File: config.mk
export PLATFORM = sky130hd
export DESIGN_NAME = lws_write_seq
export DESIGN_NICKNAME = d
export VERILOG_FILES = /design/src/hw/lws_pkg.sv /design/src/hw/lws_fifo.sv /design/src/hw/lws_write_seq.sv
export VERILOG_INCLUDE_DIRS = /design/src /design/src/hw
export SDC_FILE = /design/constraint.sdc
export NUM_CORES = 1
export LEC_CHECK = 0
export ABC_AREA = 1
export BUFFER_PORTS_ARGS = -buffer_cell sky130_fd_sc_hd__buf_2
export CORE_UTILIZATION = 45
export CTS_CLUSTER_SIZE = 25
export DETAILED_ROUTE_END_ITERATION = 6
export GPL_ROUTABILITY_DRIVEN = 0
export PLACE_DENSITY = 0.69
export SYNTH_ARGS = -nofsm -noshare
export SYNTH_HDL_FRONTEND = slang
export SYNTH_SLANG_ARGS = --single-unit
File: constraint.sdc
create_clock -name clk -period 5.7 [get_ports clk]
set_clock_uncertainty 0.2 [all_clocks]
set_input_delay 0.57 -clock clk [delete_from_list [all_inputs] [get_ports clk]]
set_output_delay 0.57 -clock clk [all_outputs]
set_load 0.05 [all_outputs]
File: src/hw/lws_regs.svh
/*
 * Register indices, field positions, reset values and timing counts
 * of the panel write sequencer.
 * Assumes an indirect register scheme: an index register picks the
 * register reached through the data port.
 */
`ifndef LWS_REGS_SVH
`define LWS_REGS_SVH

// -----------------------------------------------------------------
// Register indices
// -----------------------------------------------------------------
`define LWS_IDX_COLOR_DEPTH 8'h42
`define LWS_IDX_WAVE_CFG 8'h49

// -----------------------------------------------------------------
// Field positions
// -----------------------------------------------------------------
`define LWS_DEPTH_LSB 0
`define LWS_DEPTH_MSB 2
`define LWS_WL_LSB 0
`define LWS_WH_LSB 4
`define LWS_LAG_LSB 8
`define LWS_LAG_MSB 9

// -----------------------------------------------------------------
// Reset values
// -----------------------------------------------------------------
`define LWS_RST_COLOR_DEPTH 16'h0000
`define LWS_RST_WAVE_CFG 16'h0011
`define LWS_RST_INDEX 8'h00

// -----------------------------------------------------------------
// Codes and timing
// -----------------------------------------------------------------
`define LWS_DEPTH_PAIR 3'h2
`define LWS_DEPTH_SINGLE 3'h3
`define LWS_DEPTH_TRIPLE_A 3'h5
`define LWS_DEPTH_TRIPLE_B 3'h6
`define LWS_LAG_NONE 2'h0
`define LWS_LAG_FINE 2'h1
`define LWS_LAG_CYCLE 2'h2
`define LWS_LAG_BOTH 2'h3
`define LWS_CLK_PERIOD_NS 20
`define LWS_LAG_FINE_NS 10
`define LWS_LAG_FINE_CYC \
	((`LWS_LAG_FINE_NS + `LWS_CLK_PERIOD_NS - 1) / `LWS_CLK_PERIOD_NS)

`endif

File: src/hw/lws_pkg.sv
/*
 * Types of the panel write sequencer.
 * Assumes lws_regs.svh for register and timing constants.
 */
package lws_pkg;

	// Sequencer states, one-hot
	typedef enum logic [4:0] {
		ST_IDLE = 5'h01,
		ST_SETUP = 5'h02,
		ST_LOW = 5'h04,
		ST_HIGH = 5'h08,
		ST_REST = 5'h10
	} lws_state_e;

	// One queued panel word
	typedef struct packed {
		logic cmd;
		logic [15:0] data;
	} lws_word_s;

	// Panel control pins
	typedef struct packed {
		logic selN;
		logic wrN;
		logic rdN;
		logic rs;
	} lws_pins_s;

endpackage

File: src/hw/lws_fifo.sv
/*
 * Small show-ahead FIFO with valid/ready on both sides.
 * Assumes one clock and a synchronous active-low reset.
 */
`timescale 1ns/100ps
module lws_fifo #(
	parameter int WIDTH = 17,
	parameter int DEPTH = 8
) (
	// Clock and reset
	input wire logic clk,
	input wire logic rst_n,
	// Fill side
	input wire logic inValid,
	input wire logic [WIDTH-1:0] inData,
	output logic inReady,
	// Drain side
	output logic outValid,
	output logic [WIDTH-1:0] outData,
	input wire logic outReady
);
	localparam int AW = $clog2(DEPTH);

	initial begin
		if (DEPTH < 2 || (DEPTH & (DEPTH - 1)) != 0)
			$error("lws_fifo: DEPTH must be a power of two");
	end

	logic [WIDTH-1:0] mem [DEPTH];
	logic [AW:0] wrPtr_r, wrPtr_nxt, rdPtr_r, rdPtr_nxt;
	logic push, pop;

	assign inReady = (wrPtr_r - rdPtr_r) != (AW+1)'(DEPTH);
	assign outValid = wrPtr_r != rdPtr_r;
	assign outData = mem[rdPtr_r[AW-1:0]];
	assign push = inValid && inReady;
	assign pop = outValid && outReady;

	always_comb begin
		wrPtr_nxt = wrPtr_r + (AW+1)'(push);
		rdPtr_nxt = rdPtr_r + (AW+1)'(pop);
	end

	always_ff @(posedge clk) begin
		if (!rst_n) begin
			wrPtr_r <= '0;
			rdPtr_r <= '0;
		end else begin
			wrPtr_r <= wrPtr_nxt;
			rdPtr_r <= rdPtr_nxt;
		end
	end

	always_ff @(posedge clk) begin
		if (push)
			mem[wrPtr_r[AW-1:0]] <= inData;
	end

	property p_fifo_bound;
		@(posedge clk) disable iff (!rst_n)
		(wrPtr_r - rdPtr_r) <= (AW+1)'(DEPTH);
	endproperty
	a_fifo_bound: assert property (p_fifo_bound)
		else $error("fifo holds more than its depth");

endmodule

File: src/hw/lws_write_seq.sv
/*
 * Panel write sequencer: direct host pass-through to the panel and
 * internally timed pixel/command strobes fed from a word FIFO.
 * Assumes all inputs synchronous to clk (50 MHz) and an indirect
 * register port (index at A1=0, data at A1=1, with A2 high).
 */
// Summary of operation
// - Host A2 low during access passes host strobes to panel strobes
// - In direct access, host A1 drives panel register select
// - Direct access: host writes reach panel bus; reads return panel bus
// - Three-bit colour depth at index 42h picks the transfer format
// - Depth code sets strobes and pixels per sequence
// - Sequence length fixed by depth code, strobe widths and lag
// - Code 2 alone adds a rest of abs(low-high) cycles
// - Strobe low and high widths come from index 49h
// - With lag 00, select and data change on falling strobe
// - Lag field delays the strobe after select and data
// - Transfer-type flag picks command or pixel waveform
`timescale 1ns/100ps
`include "lws_regs.svh"
module lws_write_seq #(
	parameter int WBITS = 4,
	parameter int FIFO_DEPTH = 8
) (
	// Clock and reset
	input wire logic clk,
	input wire logic rst_n,
	// Host bus
	input wire logic hostSelectN,
	input wire logic hostWriteN,
	input wire logic hostReadN,
	input wire logic hostAddrBit2,
	input wire logic hostAddrBit1,
	input wire logic [15:0] hostDataIn,
	output logic [15:0] hostDataOut,
	output logic hostDataOe,
	// Word stream
	input wire logic wordValid,
	input wire lws_pkg::lws_word_s wordIn,
	output logic wordReady,
	// Panel pins
	output logic panelSelectN,
	output logic panelWriteStrobeN,
	output logic panelReadStrobeN,
	output logic panelRegSelect,
	output logic [15:0] panelDataOut,
	output logic panelDataOe,
	input wire logic [15:0] panelDataIn
);
	initial begin
		if (WBITS < 1 || WBITS > 4)
			$error("lws_write_seq: WBITS must be 1 to 4");
	end

	// -----------------------------------------------------------------
	// Word FIFO
	// -----------------------------------------------------------------
	localparam int FIFO_AW = $clog2(FIFO_DEPTH);

	lws_pkg::lws_word_s fifoWord;
	logic fifoValid, pop, wReady_r, wReady_nxt;
	logic [FIFO_AW:0] occ_r, occ_nxt;

	lws_fifo #(.WIDTH(17), .DEPTH(FIFO_DEPTH)) uFifo (
		.clk(clk),
		.rst_n(rst_n),
		.inValid(wordValid && wReady_r),
		.inData(wordIn),
		.inReady(),
		.outValid(fifoValid),
		.outData(fifoWord),
		.outReady(pop)
	);

	// Occupancy mirror keeps wordReady a plain flop
	always_comb begin
		occ_nxt = occ_r;
		if (wordValid && wReady_r)
			occ_nxt = occ_nxt + 1'b1;
		if (pop)
			occ_nxt = occ_nxt - 1'b1;
		wReady_nxt = occ_nxt != (FIFO_AW + 1)'(FIFO_DEPTH);
	end

	always_ff @(posedge clk) begin
		if (!rst_n) begin
			occ_r <= '0;
			wReady_r <= 1'b0;
		end else begin
			occ_r <= occ_nxt;
			wReady_r <= wReady_nxt;
		end
	end

	// -----------------------------------------------------------------
	// Host register port
	// -----------------------------------------------------------------
	logic [7:0] index_r, index_nxt;
	logic [15:0] depthReg_r, depthReg_nxt, waveReg_r, waveReg_nxt;
	logic hostWrPrev_r, hostSelPrev_r, hostA2Prev_r, hostA1Prev_r;
	logic [15:0] hostDataPrev_r;
	logic regWrite, dirAcc;
	logic [2:0] depth;
	logic [WBITS-1:0] wl, wh;
	logic [1:0] lag;

	assign dirAcc = !hostAddrBit2 && !hostSelectN;
	assign regWrite = !hostWrPrev_r && hostWriteN && !hostSelPrev_r
		&& hostA2Prev_r;
	assign depth = depthReg_r[`LWS_DEPTH_MSB:`LWS_DEPTH_LSB];
	assign wl = waveReg_r[`LWS_WL_LSB +: WBITS];
	assign wh = waveReg_r[`LWS_WH_LSB +: WBITS];
	assign lag = waveReg_r[`LWS_LAG_MSB:`LWS_LAG_LSB];

	always_comb begin
		index_nxt = index_r;
		depthReg_nxt = depthReg_r;
		waveReg_nxt = waveReg_r;
		if (regWrite && !hostA1Prev_r) begin
			index_nxt = hostDataPrev_r[7:0];
		end else if (regWrite && index_r == `LWS_IDX_COLOR_DEPTH) begin
			depthReg_nxt = {13'h0000, hostDataPrev_r[2:0]};
		end else if (regWrite && index_r == `LWS_IDX_WAVE_CFG) begin
			waveReg_nxt = {6'h00, hostDataPrev_r[9:0]};
		end
	end

	always_ff @(posedge clk) begin
		if (!rst_n) begin
			index_r <= `LWS_RST_INDEX;
			depthReg_r <= `LWS_RST_COLOR_DEPTH;
			waveReg_r <= `LWS_RST_WAVE_CFG;
			hostWrPrev_r <= 1'b1;
			hostSelPrev_r <= 1'b1;
			hostA2Prev_r <= 1'b1;
			hostA1Prev_r <= 1'b0;
			hostDataPrev_r <= 16'h0000;
		end else begin
			index_r <= index_nxt;
			depthReg_r <= depthReg_nxt;
			waveReg_r <= waveReg_nxt;
			hostWrPrev_r <= hostWriteN;
			hostSelPrev_r <= hostSelectN;
			hostA2Prev_r <= hostAddrBit2;
			hostA1Prev_r <= hostAddrBit1;
			hostDataPrev_r <= hostDataIn;
		end
	end

	// -----------------------------------------------------------------
	// Format decode
	// -----------------------------------------------------------------
	logic [1:0] nStrobes, lagCyc;
	logic [WBITS-1:0] restCyc;

	always_comb begin
		case (depth)
			`LWS_DEPTH_PAIR: nStrobes = 2'h3;
			`LWS_DEPTH_SINGLE: nStrobes = 2'h1;
			`LWS_DEPTH_TRIPLE_A: nStrobes = 2'h3;
			`LWS_DEPTH_TRIPLE_B: nStrobes = 2'h3;
			default: nStrobes = 2'h2;
		endcase
		// Rest makes code 2 span (WL+WH+max+3)*2 cycles
		if (depth != `LWS_DEPTH_PAIR)
			restCyc = '0;
		else if (wl > wh)
			restCyc = wl - wh;
		else
			restCyc = wh - wl;
		case (lag)
			`LWS_LAG_FINE: lagCyc = 2'(`LWS_LAG_FINE_CYC);
			`LWS_LAG_CYCLE: lagCyc = 2'h1;
			`LWS_LAG_BOTH: lagCyc = 2'(1 + `LWS_LAG_FINE_CYC);
			default: lagCyc = 2'h0;
		endcase
	end

	// -----------------------------------------------------------------
	// Sequencer
	// -----------------------------------------------------------------
	lws_pkg::lws_state_e state_r, state_nxt;
	logic [WBITS-1:0] cnt_r, cnt_nxt;
	logic [1:0] idx_r, idx_nxt;
	logic [15:0] seqData_r, seqData_nxt;
	logic cmd_r, cmd_nxt, lastStrobe, startOk;

	assign startOk = fifoValid && !dirAcc;
	assign lastStrobe = cmd_r || idx_r == nStrobes - 2'h1;

	always_comb begin
		state_nxt = state_r;
		cnt_nxt = cnt_r;
		idx_nxt = idx_r;
		seqData_nxt = seqData_r;
		cmd_nxt = cmd_r;
		pop = 1'b0;
		// Every count runs on clk; low and high phases last width+1, setup lasts lagCyc and rest restCyc
		case (state_r)
			lws_pkg::ST_SETUP: begin
				if (cnt_r == '0) begin
					state_nxt = lws_pkg::ST_LOW;
					cnt_nxt = wl;
				end else
					cnt_nxt = cnt_r - 1'b1;
			end
			lws_pkg::ST_LOW: begin
				if (cnt_r == '0) begin
					state_nxt = lws_pkg::ST_HIGH;
					cnt_nxt = wh;
				end else
					cnt_nxt = cnt_r - 1'b1;
			end
			lws_pkg::ST_HIGH: begin
				if (cnt_r != '0)
					cnt_nxt = cnt_r - 1'b1;
				else begin
					idx_nxt = lastStrobe ? 2'h0 : idx_r + 2'h1;
					if (lastStrobe && !cmd_r && restCyc != '0) begin
						state_nxt = lws_pkg::ST_REST;
						cnt_nxt = restCyc - 1'b1;
					end else
						state_nxt = lws_pkg::ST_IDLE;
				end
			end
			lws_pkg::ST_REST: begin
				if (cnt_r == '0)
					state_nxt = lws_pkg::ST_IDLE;
				else
					cnt_nxt = cnt_r - 1'b1;
			end
			default: state_nxt = lws_pkg::ST_IDLE;
		endcase
		// Next word falls in the same edge as the strobe
		if (state_nxt == lws_pkg::ST_IDLE && startOk) begin
			pop = 1'b1;
			seqData_nxt = fifoWord.data;
			cmd_nxt = fifoWord.cmd;
			if (fifoWord.cmd)
				idx_nxt = 2'h0;
			if (lagCyc != 2'h0) begin
				state_nxt = lws_pkg::ST_SETUP;
				cnt_nxt = WBITS'(lagCyc - 2'h1);
			end else begin
				state_nxt = lws_pkg::ST_LOW;
				cnt_nxt = wl;
			end
		end
	end

	always_ff @(posedge clk) begin
		if (!rst_n) begin
			state_r <= lws_pkg::ST_IDLE;
			cnt_r <= '0;
			idx_r <= 2'h0;
			seqData_r <= 16'h0000;
			cmd_r <= 1'b0;
		end else begin
			state_r <= state_nxt;
			cnt_r <= cnt_nxt;
			idx_r <= idx_nxt;
			seqData_r <= seqData_nxt;
			cmd_r <= cmd_nxt;
		end
	end

	// -----------------------------------------------------------------
	// Pin outputs
	// -----------------------------------------------------------------
	lws_pkg::lws_pins_s pins_r, pins_nxt;
	logic [15:0] pData_r, pData_nxt, hData_r, hData_nxt;
	logic pOe_r, pOe_nxt, hOe_r, hOe_nxt;

	always_comb begin
		pins_nxt = '{selN: 1'b1, wrN: 1'b1, rdN: 1'b1, rs: pins_r.rs};
		pData_nxt = pData_r;
		pOe_nxt = 1'b0;
		hData_nxt = 16'h0000;
		hOe_nxt = 1'b0;
		if (state_nxt != lws_pkg::ST_IDLE) begin
			pins_nxt.selN = 1'b0;
			pins_nxt.wrN = state_nxt != lws_pkg::ST_LOW;
			pins_nxt.rs = !cmd_nxt;
			pData_nxt = seqData_nxt;
			pOe_nxt = 1'b1;
		end else if (dirAcc) begin
			pins_nxt.selN = hostSelectN;
			pins_nxt.wrN = hostWriteN;
			pins_nxt.rdN = hostReadN;
			pins_nxt.rs = hostAddrBit1;
			pData_nxt = hostDataIn;
			pOe_nxt = hostReadN;
		end
		if (dirAcc && !hostReadN) begin
			hData_nxt = panelDataIn;
			hOe_nxt = 1'b1;
		end else if (!hostSelectN && !hostReadN) begin
			hOe_nxt = 1'b1;
			if (!hostAddrBit1)
				hData_nxt = {8'h00, index_r};
			else if (index_r == `LWS_IDX_COLOR_DEPTH)
				hData_nxt = depthReg_r;
			else if (index_r == `LWS_IDX_WAVE_CFG)
				hData_nxt = waveReg_r;
		end
	end

	always_ff @(posedge clk) begin
		if (!rst_n) begin
			pins_r <= '{selN: 1'b1, wrN: 1'b1, rdN: 1'b1, rs: 1'b0};
			pData_r <= 16'h0000;
			pOe_r <= 1'b0;
			hData_r <= 16'h0000;
			hOe_r <= 1'b0;
		end else begin
			pins_r <= pins_nxt;
			pData_r <= pData_nxt;
			pOe_r <= pOe_nxt;
			hData_r <= hData_nxt;
			hOe_r <= hOe_nxt;
		end
	end

	// Ready is the mirrored room of the FIFO, one flop
	assign wordReady = wReady_r;
	assign panelSelectN = pins_r.selN;
	assign panelWriteStrobeN = pins_r.wrN;
	assign panelReadStrobeN = pins_r.rdN;
	assign panelRegSelect = pins_r.rs;
	assign panelDataOut = pData_r;
	assign panelDataOe = pOe_r;
	assign hostDataOut = hData_r;
	assign hostDataOe = hOe_r;

	// -----------------------------------------------------------------
	// Checks
	// -----------------------------------------------------------------
	logic [WBITS:0] lowLen_r;
	always_ff @(posedge clk) begin
		if (!rst_n || state_r != lws_pkg::ST_LOW)
			lowLen_r <= '0;
		else
			lowLen_r <= lowLen_r + 1'b1;
	end

	property p_dir_strobe;
		@(posedge clk) disable iff (!rst_n)
		(state_r == lws_pkg::ST_IDLE && dirAcc) |=>
			panelWriteStrobeN == $past(hostWriteN) &&
			panelReadStrobeN == $past(hostReadN);
	endproperty
	a_dir_strobe: assert property (p_dir_strobe)
		else $error("direct strobes not passed through");

	property p_dir_rs;
		@(posedge clk) disable iff (!rst_n)
		(state_r == lws_pkg::ST_IDLE && dirAcc) |=>
			panelRegSelect == $past(hostAddrBit1);
	endproperty
	a_dir_rs: assert property (p_dir_rs)
		else $error("register select does not track host A1");

	property p_dir_data;
		@(posedge clk) disable iff (!rst_n)
		(dirAcc && !hostReadN) |=> hostDataOe &&
			hostDataOut == $past(panelDataIn) && !panelDataOe;
	endproperty
	a_dir_data: assert property (p_dir_data)
		else $error("direct read data not returned");

	property p_low_width;
		@(posedge clk) disable iff (!rst_n)
		(state_r == lws_pkg::ST_LOW && state_nxt == lws_pkg::ST_HIGH)
			|-> lowLen_r == WBITS'(wl);
	endproperty
	a_low_width: assert property (p_low_width)
		else $error("strobe low phase length wrong");

	property p_strobe_count;
		@(posedge clk) disable iff (!rst_n)
		idx_r < nStrobes;
	endproperty
	a_strobe_count: assert property (p_strobe_count)
		else $error("strobe index past sequence length");

	property p_rest_only_pair;
		@(posedge clk) disable iff (!rst_n)
		$rose(state_r == lws_pkg::ST_REST) |->
			depth == `LWS_DEPTH_PAIR && wl != wh;
	endproperty
	a_rest_only_pair: assert property (p_rest_only_pair)
		else $error("rest inserted outside code 2");

	property p_data_on_fall;
		@(posedge clk) disable iff (!rst_n)
		(lag == `LWS_LAG_NONE && $changed(panelDataOut) &&
			state_r != lws_pkg::ST_IDLE && $past(panelDataOe))
			|-> $fell(panelWriteStrobeN);
	endproperty
	a_data_on_fall: assert property (p_data_on_fall)
		else $error("panel data moved away from falling strobe");

	property p_lag_cycle;
		@(posedge clk) disable iff (!rst_n)
		(lag == `LWS_LAG_CYCLE && $rose(state_r == lws_pkg::ST_SETUP))
			|-> panelWriteStrobeN ##1 !panelWriteStrobeN;
	endproperty
	a_lag_cycle: assert property (p_lag_cycle)
		else $error("strobe lag of one cycle not kept");

	property p_idle_quiet;
		@(posedge clk) disable iff (!rst_n)
		(hostAddrBit2 && state_nxt == lws_pkg::ST_IDLE) |=>
			panelWriteStrobeN && panelReadStrobeN && panelSelectN;
	endproperty
	a_idle_quiet: assert property (p_idle_quiet)
		else $error("panel strobes active without transfer");

	property p_cmd_rs;
		@(posedge clk) disable iff (!rst_n)
		(state_r == lws_pkg::ST_LOW) |-> panelRegSelect == !cmd_r;
	endproperty
	a_cmd_rs: assert property (p_cmd_rs)
		else $error("register select not set by transfer type");

endmodule

==> run metrics, run 1 <==
status finished clean; leakage 5.06 nW; fin nets 1312; Distinct cells, synth 42; type of the worst min-delay path in2reg; TritonCTS sink count 250; largest net degree at the start of global routing 71; Worst-Margin Slew 814 ps; Critical path buffers and inverters 5; WHS 30.5 ps; Post-CTS Setup Bufs 0; most frequent CP cell buf_4; Die X 157 µm; Area Growth Syn to Fin 14.9%; yosys warns 0; initial antenna violation count 0; Ant. Diodes 0; Worst-path clk slew 60 ps; sequential share of the synthesized area 0.591; CTS tree done; sequence of cells on the critical path buf_4 -> inv_1 -> buf_4 -> ha_1 -> a21oi_1 -> inv_1 -> a21oi_1 -> xor2_1 -> a31oi_1 -> nand2_1 -> nor2_1 -> buf_4; number of synthesized flops with an enable pin 136; CP Launch Point uFifo.rdPtr_r[1]$_SDFF_PN0_; commonest non-fill, non-tap cell in the layout nor2_1; post-route minimum period 3780 ps; CP max FO 36; Die Span Y 157 µm; CP arrival 3810 ps; fin crit share 0.662; filler instances 2064; post-route ant nets 0; Die Area 24600 µm²; fin cells 1572; Fin Setup TNS 0 ps; critical path class reg2reg; row count 56; vias per std cell 5.27; Routed wire per std cell 16.1 µm; FF+latch area 6370 µm²; Starting Density 0.459; Peak VDD IR 0.257 mV; Final Max Tran Viols 0; wirelength, routed 25200 µm; Hold Crit Start hostDataIn[6]; initial drt markers 568; CTS root buffer clkbuf_16; Buffers on Ports 95; CP max stage delay 570 ps; # IOs 96; syn nets 1224; Reg-to-Reg Start uFifo.rdPtr_r[1]$_SDFF_PN0_; Final HPWL DP 16500 µm; # DRC 0; Post-Synthesis Cells 1145; CP max stage cell nor2_1; via count 8277; layout cells sized above 1 0.147; Worst R2R Setup Slack 1920 ps; First-pass DRT Iterations 5; Synth async-reset ratio 0; Total Power 5.91 mW; Setup-failing EPs final 0; slew margin rel. 0.455; grt ovf 0; Cells after DPL 1523; top_reg_cell synth edfxtp_1; later-pin clock latency in the skew report 540 ps; Syn Area/Cell 9.41 µm²; Tot GR Track Use 0.208; Crit. End Element flip-flop; Worst setup SP type flip-flop; family with the most delay on the worst path buffers and inverters; RSZ-0062 raised after global routing no; most frequent cells in the layout nor2_1, nand2_1, o21ai_0, edfxtp_1, dfxtp_1; Core ar. 23500 µm²; post-cts resize count 0; first-pass GRT wire length 40100 µm; max_cap viols 0; number of global-route vias before repair 7591; endpoints failing hold 0; area of the mapped netlist 10800 µm²; f_max 265 MHz; Multi-input gate area 3700 µm²; TritonCTS buffer count 27; Worst EP required 5740 ps; FF+latch count, synth 250; Clock Path Buffers 3; H-tree levels 1; hold_buf cts 0; PwrDens 477 nW/µm²
sequential cells by signal, summed over array words and instances (netlist names), 2 cells and up:
signal	count
uFifo.mem	136
hostDataOut	16
panelDataOut	16
seqData_r	16
hostDataPrev_r	10
waveReg_r	10
index_r	8
state_r	5
cnt_r	4
occ_r	4
uFifo.rdPtr_r	4
uFifo.wrPtr_r	4
depthReg_r	3
idx_r	2
routing by layer:
metal,up-vias,global-route usage,part of all wire
met1,3883,0.279,0.43
met4,0,0.0509,0.018
met3,37,0.0307,0.069
met2,286,0.352,0.48
li1,4071,-,-
met5,-,0,0
metrics by stage:
step / setup slack [ps] / cell area (µm²) / utilization
after detailed placement: 1930 / 11500 / 0.491
after floorplan: 2520 / 10800 / -
final: 1920 / 12400 / 0.527
after global routing: 1610 / 12400 / 0.527
after CTS: 1940 / 12400 / 0.527
after global placement: 2030 / 11500 / 0.491
worst register-to-register path, cell delays in order, from the launching register on:
cell and delay, ps:
dfxtp_1 310, buf_4 330, inv_1 90, buf_4 260
ha_1 370, a21oi_1 230, inv_1 70, a21oi_1 150
xor2_1 80, a31oi_1 270, nand2_1 190, nor2_1 570
buf_4 350
power breakdown:
group          internal, mW  switching, mW  total, mW
registers              2.12         0.0977       2.22
clock network         0.943          0.699       1.64
logic                 0.592           1.46       2.05
total                  3.65           2.25       5.91
path summary, 6_finish.rpt:
kind                                                      to  cells after the start
worst max-delay path               uFifo.mem[0][0]$_DFFE_PP_                     12
worst min-delay path            hostDataPrev_r[6]$_SDFF_PN0_                      3
worst max register to register     uFifo.mem[0][0]$_DFFE_PP_                     12
worst min register to register       index_r[6]$_SDFFE_PN0P_                      2
area by class of cell:
class,instances,area share
clock buffers,38,0.0621
clock inverters,11,0.00617
inverters,117,0.0355
multi-input cells,722,0.299
flip-flops and latches,250,0.514
well taps,319,0.0322
repair buffers,115,0.0505
cells in the mapped netlist, types with 2 or more instances:
cell type / count / area, µm²
dfxtp_1: 114 / 2280
o21ai_1: 11 / 55.1
o221ai_1: 16 / 140
edfxtp_1: 136 / 4080
nand2_2: 2 / 12.5
o211ai_1: 5 / 37.5
clkinv_1: 3 / 11.3
inv_1: 107 / 402
ha_1: 20 / 250
xor2_1: 11 / 96.3
fa_1: 2 / 40.0
nand3_2: 4 / 40.0
nor2_1: 182 / 683
o21ai_0: 136 / 681
xnor2_1: 6 / 52.6
nand2_1: 159 / 597
or2_2: 9 / 56.3
nand4_1: 20 / 125
nand3_4: 2 / 35.0
buf_4: 4 / 30.0
inv_2: 7 / 26.3
nor3_1: 3 / 15.0
a31oi_1: 2 / 12.5
buf_6: 4 / 45.0
o22ai_1: 17 / 106
nand3_1: 52 / 260
buf_2: 8 / 40.0
a32o_1: 6 / 60.1
a21oi_1: 43 / 215
nor4_1: 3 / 18.8
clkbuf_1: 40 / 150
cell families after synthesis:
family,count (synthesis),synth area share
buffers and inverters,173,0.0654
DFF,250,0.591
and+or+nand+nor,442,0.178
xor gates and xnor gates,17,0.0138
AOI/OAI and AO/OA,241,0.125
adders and majority gates,22,0.0269
(Power assumes the default switching activity.)
==> run 2: changes to the inputs <==
--- a/config.mk
+++ b/config.mk
@@ -6,7 +6,7 @@
 export SDC_FILE = /design/constraint.sdc
 export NUM_CORES = 1
 export LEC_CHECK = 0
-export ABC_AREA = 1
+export ABC_AREA = 0
 export BUFFER_PORTS_ARGS = -buffer_cell sky130_fd_sc_hd__buf_2
 export CORE_UTILIZATION = 45
 export CTS_CLUSTER_SIZE = 25
==> constraint.sdc (replaced) <==
create_clock -name clk -period 3.7 [get_ports clk]
set_clock_uncertainty 0.2 [all_clocks]
set_input_delay 0.37 -clock clk [delete_from_list [all_inputs] [get_ports clk]]
set_output_delay 0.37 -clock clk [all_outputs]
set_load 0.05 [all_outputs]
==> run 2 against run 1 <==
The flow now finishes with violations (negative setup slack). Design area up 7.8%. Sequential cell count unchanged. First-iteration DRC count down 18%. Utilization up 4.1 points. Register-to-register slack worse by 1900 ps. Combinational power up 25%. Sequential share of layout area down 3.7 points. Routed wire length down 1.4%. Worst setup slack worse by 1900 ps. Clock power up 48%. Maximum frequency up 1.4%.
==> run metrics, run 2 <==
status finished with violations; failing checks negative setup slack; most frequent cells in the layout edfxtp_1, dfxtp_1, buf_2, nand2_1, a21oi_1; Worst setup SP type flip-flop; WHS Path Cells 4 (+1); Synth async-reset ratio 0 (unchanged); TritonCTS buffer count 27 (unchanged); Switching Power 2.71 mW (+20%); critical path class reg2reg; H-tree levels 1 (unchanged); Die X 157 µm (about the same); yosys warns 0 (unchanged); Die Area 24600 µm² (+0.14%); Buffers on Ports 95 (unchanged); internal power 5.66 mW (+55%); most frequent cells after synthesis edfxtp_1, dfxtp_1, nand2_1, a21oi_1, nor2_1; endpoints failing hold 0 (unchanged); sequential share of the synthesized area 0.590 (-0.000823); CP arrival 3950 ps (+140 ps); GRT busiest layer met2; top_reg_cell synth edfxtp_1; most frequent cell after synthesis edfxtp_1; Worst EP required 3920 ps (-1820 ps); final worst-path setup slack -22.1 ps (-1950 ps); grt ovf 0 (unchanged); Cells after DPL 1281 (-16%); Switching Fraction 0.324 (-0.0576); Post-Synthesis Cells 887 (-23%); WHS Endpoint panelDataOut[10]$_SDFFE_PN0P_; max_cap viols 0 (unchanged); Worst R2R Setup Slack -20 ps (-1950 ps); CTS tree done; Final Max Tran Viols 0 (unchanged); post-route minimum period 3720 ps (-53.7 ps); Largest register FFs 136 (unchanged); row count 56 (unchanged); M1 GR Usage 0.257 (-0.0224); Clock Path Buffers 3 (unchanged); vias per std cell 5.30 (+0.64%); cell taking the most area after synthesis edfxtp_1; Peak VDD IR 0.430 mV (+67%); largest family of logic cells by synthesized area simple AND/OR/NAND/NOR gates; top cells by area, synth edfxtp_1, dfxtp_1, mux4_2, nand2_1, nor2b_1; Synth top area share 0.379 (-0.000528); Final HPWL DP 15200 µm (-8.2%); Area Growth Syn to Fin 23.7%; CP Launch Point waveReg_r[0]$_SDFFE_PN1P_; Synth Area in XOR/XNOR 0.0154 (+0.00160); TritonCTS sink count 250 (unchanged); Crit. End Element flip-flop; slew margin rel. 0.419 (-0.0359); post-synthesis mux area share 0.0905 (+0.0905); pre-CTS setup slack -16.3 ps (-1950 ps); adder-cell share of the synthesized area 0.0269 (-0.0000375); First-pass DRT Iterations 5 (unchanged); wirelength, routed 24900 µm (-1.4%); Ant. Diodes 0 (unchanged); later-pin clock latency in the skew report 540 ps (about the same); PwrDens 627 nW/µm² (+31%); number of global-route vias before repair 7144 (-5.9%); largest net degree at the start of global routing 96 (+35%); area of the mapped netlist 10800 µm² (+0.14%); Routed wire per std cell 17.8 µm (+11%); CTS root buffer clkbuf_16; met2 Usage GRT 0.339 (-0.0127); fin cells 1398 (-11%); Fin Setup TNS -22.1 ps (-22.1 ps); fin nets 1139 (-13%); compound-gate portion of the synthesized area 0.0922 (-0.0330); initial antenna violation count 0 (unchanged); layout cells sized above 1 0.232 (+0.0848); number of synthesized flops with an enable pin 136 (unchanged); Worst-path clk slew 60 ps (about the same); Syn Area/Cell 12.2 µm² (+29%); Starting Density 0.460 (+0.000640); f_max 269 MHz (+1.4%); Reg power frac 0.402 (+0.027); post-route ant nets 0 (unchanged); type of the worst min-delay path in2reg; Reg-to-Reg Start waveReg_r[0]$_SDFFE_PN1P_; Distinct cells, synth 71 (+69%); area share of and/or/nand/nor cells after synthesis 0.154 (-0.0234); leakage 5.01 nW (-0.96%); FF+latch count, synth 250 (unchanged); Reg2Reg Depth 19 (+7); Hold Crit Start hostDataIn[10]; Setup-failing EPs final 1 (+1); CP max FO 8 (-78%); GR Layer Usage met3 0.0307 (unchanged); Die Span Y 157 µm (about the same); Clock power frac 0.290 (+0.012); Core ar. 23500 µm² (unchanged); via count 7408 (-10%); commonest non-fill, non-tap cell in the layout edfxtp_1; initial drt markers 467 (-18%); first-pass GRT wire length 37800 µm (-5.7%); syn nets 966 (-21%); Worst-Margin Slew 868 ps (+53.7 ps); Worst R2R End panelDataOut[1]$_SDFFE_PN0P_; fin crit share 1.01 (+0.344); # DRC 0 (unchanged); # IOs 96 (unchanged); Tot GR Track Use 0.197 (-0.0111); Combinational Power Share 0.308 (-0.039)
==> run 2: cell types whose count changed after synthesis, sizes merged, moves of 19 or more <==
cell and change:
inv -88, nand4 -19, a211o +19, nor2b +42, nor2 -140, o21ai -124
mux4 +34, nand3 -29, mux2i +21, and2 +31, and3 +21, nand2 -71
==> run 2: kinds of logic (layout without fill, tap and decap cells) <==
kind of cell / count (synthesis) / in the layout
and+or+nand+nor: 316 / 317
AOI/OAI and AO/OA: 147 / 147
muxes: 55 / 55
xor gates and xnor gates: 19 / 19
DFF: 250 / 250
buffers and inverters: 78 / 269
adders and majority gates: 22 / 22
==> run 2: area by class of cell <==
class                      instances  area (µm²)
timing repair buffer             194        1460
fill                            1896       10100
inverter                          27         104
tap                              319         399
multi-input combinational        560        4230
sequential                       250        6370
clock buffer                      39         721
clock inverter                     9        68.8
==> run 2: timing repair <==
item,in CTS,in global routing
buffers inserted,0,15
hold buffers,47,0
cloned,0,7
hold endpoints to repair,168,0
pin swaps,0,20
endpoints found under the setup margin,12,20
gates resized for setup,2,30
==> run 2: critical path, cell delays in order (launching register included) <==
cell and delay, ps:
dfxtp_2 320, inv_2 70, ha_4 130, inv_2 40, fa_2 410, a211oi_4 300, buf_4 170, o31ai_2 80
nand2b_1 110, nand2_2 70, ha_2 220, nor4b_4 120, buf_4 170, o311ai_4 310, buf_12 170, inv_4 60
nor2_8 210, buf_12 150, nand3_1 70, and3_1 210
==> run 2: metrics by stage <==
step | hold slack (ps) | cell area (µm²) | utilization | power, mW
after floorplan | 254 | 10800 | - | 5.05
after global placement | 267 | 11700 | 0.499 | 5.55
after detailed placement | 282 | 11700 | 0.499 | 5.58
after CTS | 3.41 | 13000 | 0.553 | 8.06
after global routing | 16.2 | 13300 | 0.569 | 8.77
final | 4.75 | 13300 | 0.569 | 8.37
==> run 2: layer usage <==
layer	routed length (µm)	up-vias
li1	-	3577
met1	10700	3597
met2	12400	194
met3	1170	40
met4	639	0
met5	0	-
==> run 2: worst max path at each step <==
stage,endpoint,slack (ps),cells past startpoint
detailed placement,panelDataOut[1]$_SDFFE_PN0P_,-20,16
finish,panelDataOut[1]$_SDFFE_PN0P_,-20,19
global placement,panelDataOut[5]$_SDFFE_PN0P_,150,16
global route,panelDataOut[1]$_SDFFE_PN0P_,-140,19
floorplan,uFifo.rdPtr_r[2]$_SDFF_PN0_,120,17
CTS,panelDataOut[1]$_SDFFE_PN0P_,80,14
==> run 2: power groups by stage <==
stage          combinational (mW)  sequential [mW]  clock [mW]
6_report                     2.57             3.37        2.43
5_1_grt                      2.79             3.40        2.59
4_1_cts                      2.22             3.37        2.48
3_5_place_dp                 2.16             3.42           0
3_3_place_gp                 2.14             3.42           0
2_1_floorplan                1.39             3.67           0
==> run 3: changes to the inputs <==
--- a/config.mk
+++ b/config.mk
@@ -8,11 +8,11 @@
 export LEC_CHECK = 0
 export ABC_AREA = 0
 export BUFFER_PORTS_ARGS = -buffer_cell sky130_fd_sc_hd__buf_2
-export CORE_UTILIZATION = 45
+export CORE_UTILIZATION = 55
 export CTS_CLUSTER_SIZE = 25
 export DETAILED_ROUTE_END_ITERATION = 6
 export GPL_ROUTABILITY_DRIVEN = 0
-export PLACE_DENSITY = 0.69
+export PLACE_DENSITY = 0.81
 export SYNTH_ARGS = -nofsm -noshare
 export SYNTH_HDL_FRONTEND = slang
 export SYNTH_SLANG_ARGS = --single-unit
==> run 3 against run 2 <==
Maximum frequency is 3.5% higher. Via count increased by 1.6%. Die area down 18%. Non-clock buffer count fell by 20. Register-to-register slack gained 130 ps. Routed wire length decreased by 0.28%. Sequential cell count did not move. Highest routed layer unchanged. Critical path depth is 4 lower. Utilization grew 11 points. Sequential share of layout area up 1.5 points. The flow now finishes without violations. Clock-buffer cell count increased by 2. Final cell count is 5.9% lower.
==> run metrics, run 3 (synthesis results as in run 2) <==
Die Span Y 142 µm (-9.4%); Buffers on Ports 95 (unchanged); Die X 142 µm (-9.4%); Worst R2R End panelDataOut[6]$_SDFFE_PN0P_; Final Max Tran Viols 0 (unchanged); type of the worst min-delay path in2reg; Cells after DPL 1221 (-4.7%); grt ovf 0 (unchanged); critical path class reg2reg; Starting Density 0.569 (+0.110); fin crit share 0.972 (-0.0343); most frequent cells in the layout edfxtp_1, dfxtp_1, buf_2, nand2_1, a21oi_1; filler instances 1287 (-32%); Final HPWL DP 15000 µm (-1.5%); Die Area 20200 µm² (-18%); H-tree levels 1 (unchanged); Tot GR Track Use 0.249 (+0.0518); CP arrival 3800 ps (-150 ps); vias per std cell 5.72 (+8.0%); PwrDens 622 nW/µm² (-0.76%); Worst EP required 3910 ps (about the same); FF+latch area 6370 µm² (about the same); WHS Path Cells 2 (-2); commonest non-fill, non-tap cell in the layout edfxtp_1; design area 12900 µm² (-3.1%); TritonCTS sink count 250 (unchanged); Hold Crit Start hostAddrBit1; Multi-input gate area 4140 µm² (-2.0%); first-pass GRT wire length 38500 µm (+1.8%); post-route ant nets 0 (unchanged); Core ar. 19000 µm² (-19%); CTS tree done; f_max 278 MHz (+3.5%); Clock Path Buffers 3 (unchanged); Crit. End Element flip-flop; placed cell areas 11600 µm² (-0.69%); layout cells sized above 1 0.203 (-0.0290); status finished clean; Setup-failing EPs final 0 (-1); Worst setup SP type flip-flop; largest net degree at the start of global routing 96 (unchanged); number of global-route vias before repair 7310 (+2.3%); Ant. Diodes 0 (unchanged); Worst-Margin Slew 877 ps (+9.62 ps); First-pass DRT Iterations 7 (+2); via count 7528 (+1.6%); initial drt markers 682 (+46%); TritonCTS buffer count 25 (-7.4%); # IOs 96 (unchanged); Largest register FFs 136 (unchanged); initial antenna violation count 0 (unchanged); Worst R2R Setup Slack 100 ps (+130 ps); max_cap viols 0 (unchanged); later-pin clock latency in the skew report 520 ps (-20 ps); row count 50 (-11%); Reg2Reg Depth 15 (-4); Area Growth Syn to Fin 19.9%; CP max FO 27 (+19); Peak VDD IR 0.482 mV (+12%); final worst-path setup slack 105 ps (+127 ps); post-route minimum period 3600 ps (-127 ps); Routed wire per std cell 18.9 µm (+5.9%); fin nets 1116 (-2.0%); fin cells 1316 (-5.9%); Worst-path clk slew 60 ps (about the same); endpoints failing hold 0 (unchanged); Reg-to-Reg Start waveReg_r[4]$_SDFFE_PN1P_; WHS Endpoint hostA1Prev_r$_SDFF_PN0_; wirelength, routed 24800 µm (-0.28%); Total Power 8.05 mW (-3.8%); CTS root buffer clkbuf_16; leakage 4.86 nW (-3.0%); pre-CTS setup slack 32.7 ps (+48.9 ps); slew margin rel. 0.413 (-0.00644); # DRC 0 (unchanged)
run 3: cell types whose count changed in the layout (fill, tap and decap cells not counted), moves of 2 or more:
cell	previous run	this run
clkbuf_16	30	26
nand3_2	4	0
ha_2	2	0
buf_12	4	2
buf_4	40	30
inv_2	2	0
inv_1	23	25
buf_6	5	0
clkbuf_8	0	3
ha_4	2	0
nand3_1	25	29
clkinv_2	5	3
ha_1	16	20
clkinv_1	3	1
run 3: cell type report:
cell class | instances | share of cell area
clock buffers | 41 | 0.0553
clock inverters | 5 | 0.00416
inverters | 27 | 0.00803
multi-input cells | 559 | 0.320
flip-flops and latches | 250 | 0.492
well taps | 260 | 0.0251
repair buffers | 174 | 0.0948
run 3: repair_timing:
action,in CTS,in global routing
setup buffers,0,2
resized for setup,0,8
hold buffers,46,0
endpoints found under the setup margin,0,22
hold endpoints to repair,164,0
run 3: per-layer routing:
metal	share of wire	up-vias	track usage
met3	0.069	67	0.0424
met4	0.035	0	0.0996
met2	0.49	326	0.416
met1	0.41	3600	0.323
li1	-	3535	-
met5	0	-	0
run 3: worst max path at each step:
stage                              start                             to  cells past startpoint  slack, ps
2_1_floorplan  waveReg_r[0]$_SDFFE_PN1P_    uFifo.rdPtr_r[2]$_SDFF_PN0_                     17        120
3_3_place_gp   waveReg_r[1]$_SDFFE_PN0P_    uFifo.rdPtr_r[2]$_SDFF_PN0_                     14        100
3_5_place_dp   waveReg_r[1]$_SDFFE_PN0P_    uFifo.rdPtr_r[2]$_SDFF_PN0_                     14         30
4_1_cts        waveReg_r[4]$_SDFFE_PN1P_  panelDataOut[15]$_SDFFE_PN0P_                     15          9
5_1_grt        waveReg_r[0]$_SDFFE_PN1P_   panelDataOut[2]$_SDFFE_PN0P_                     16         -9
6_report       waveReg_r[4]$_SDFFE_PN1P_   panelDataOut[6]$_SDFFE_PN0P_                     15        100
run 3: power breakdown:
| part | total [mW] | internal [mW] | switching (mW) |
|---|---|---|---|
| registers | 3.35 | 3.17 | 0.179 |
| clock network | 2.38 | 1.39 | 0.988 |
| logic | 2.32 | 0.951 | 1.37 |
| total | 8.05 | 5.51 | 2.54 |
run 3: through the flow:
step	util	hold WS [ps]	TNS (ps)
2_1_floorplan	-	254	0
3_3_place_gp	0.613	268	0
3_5_place_dp	0.613	293	0
4_1_cts	0.678	18.6	0
5_1_grt	0.682	42.2	-14.3
6_report	0.682	34.5	0
run 3: critical path: stages (launching register included):
cell	delay, ps
dfxtp_1	380
ha_1	180
inv_1	60
fa_2	370
a211oi_4	310
o31ai_1	130
nand2b_1	100
nand2_1	80
ha_1	230
nor4b_4	140
o311ai_4	370
buf_4	190
buf_12	170
a21oi_1	100
a211o_1	300
and3_1	170
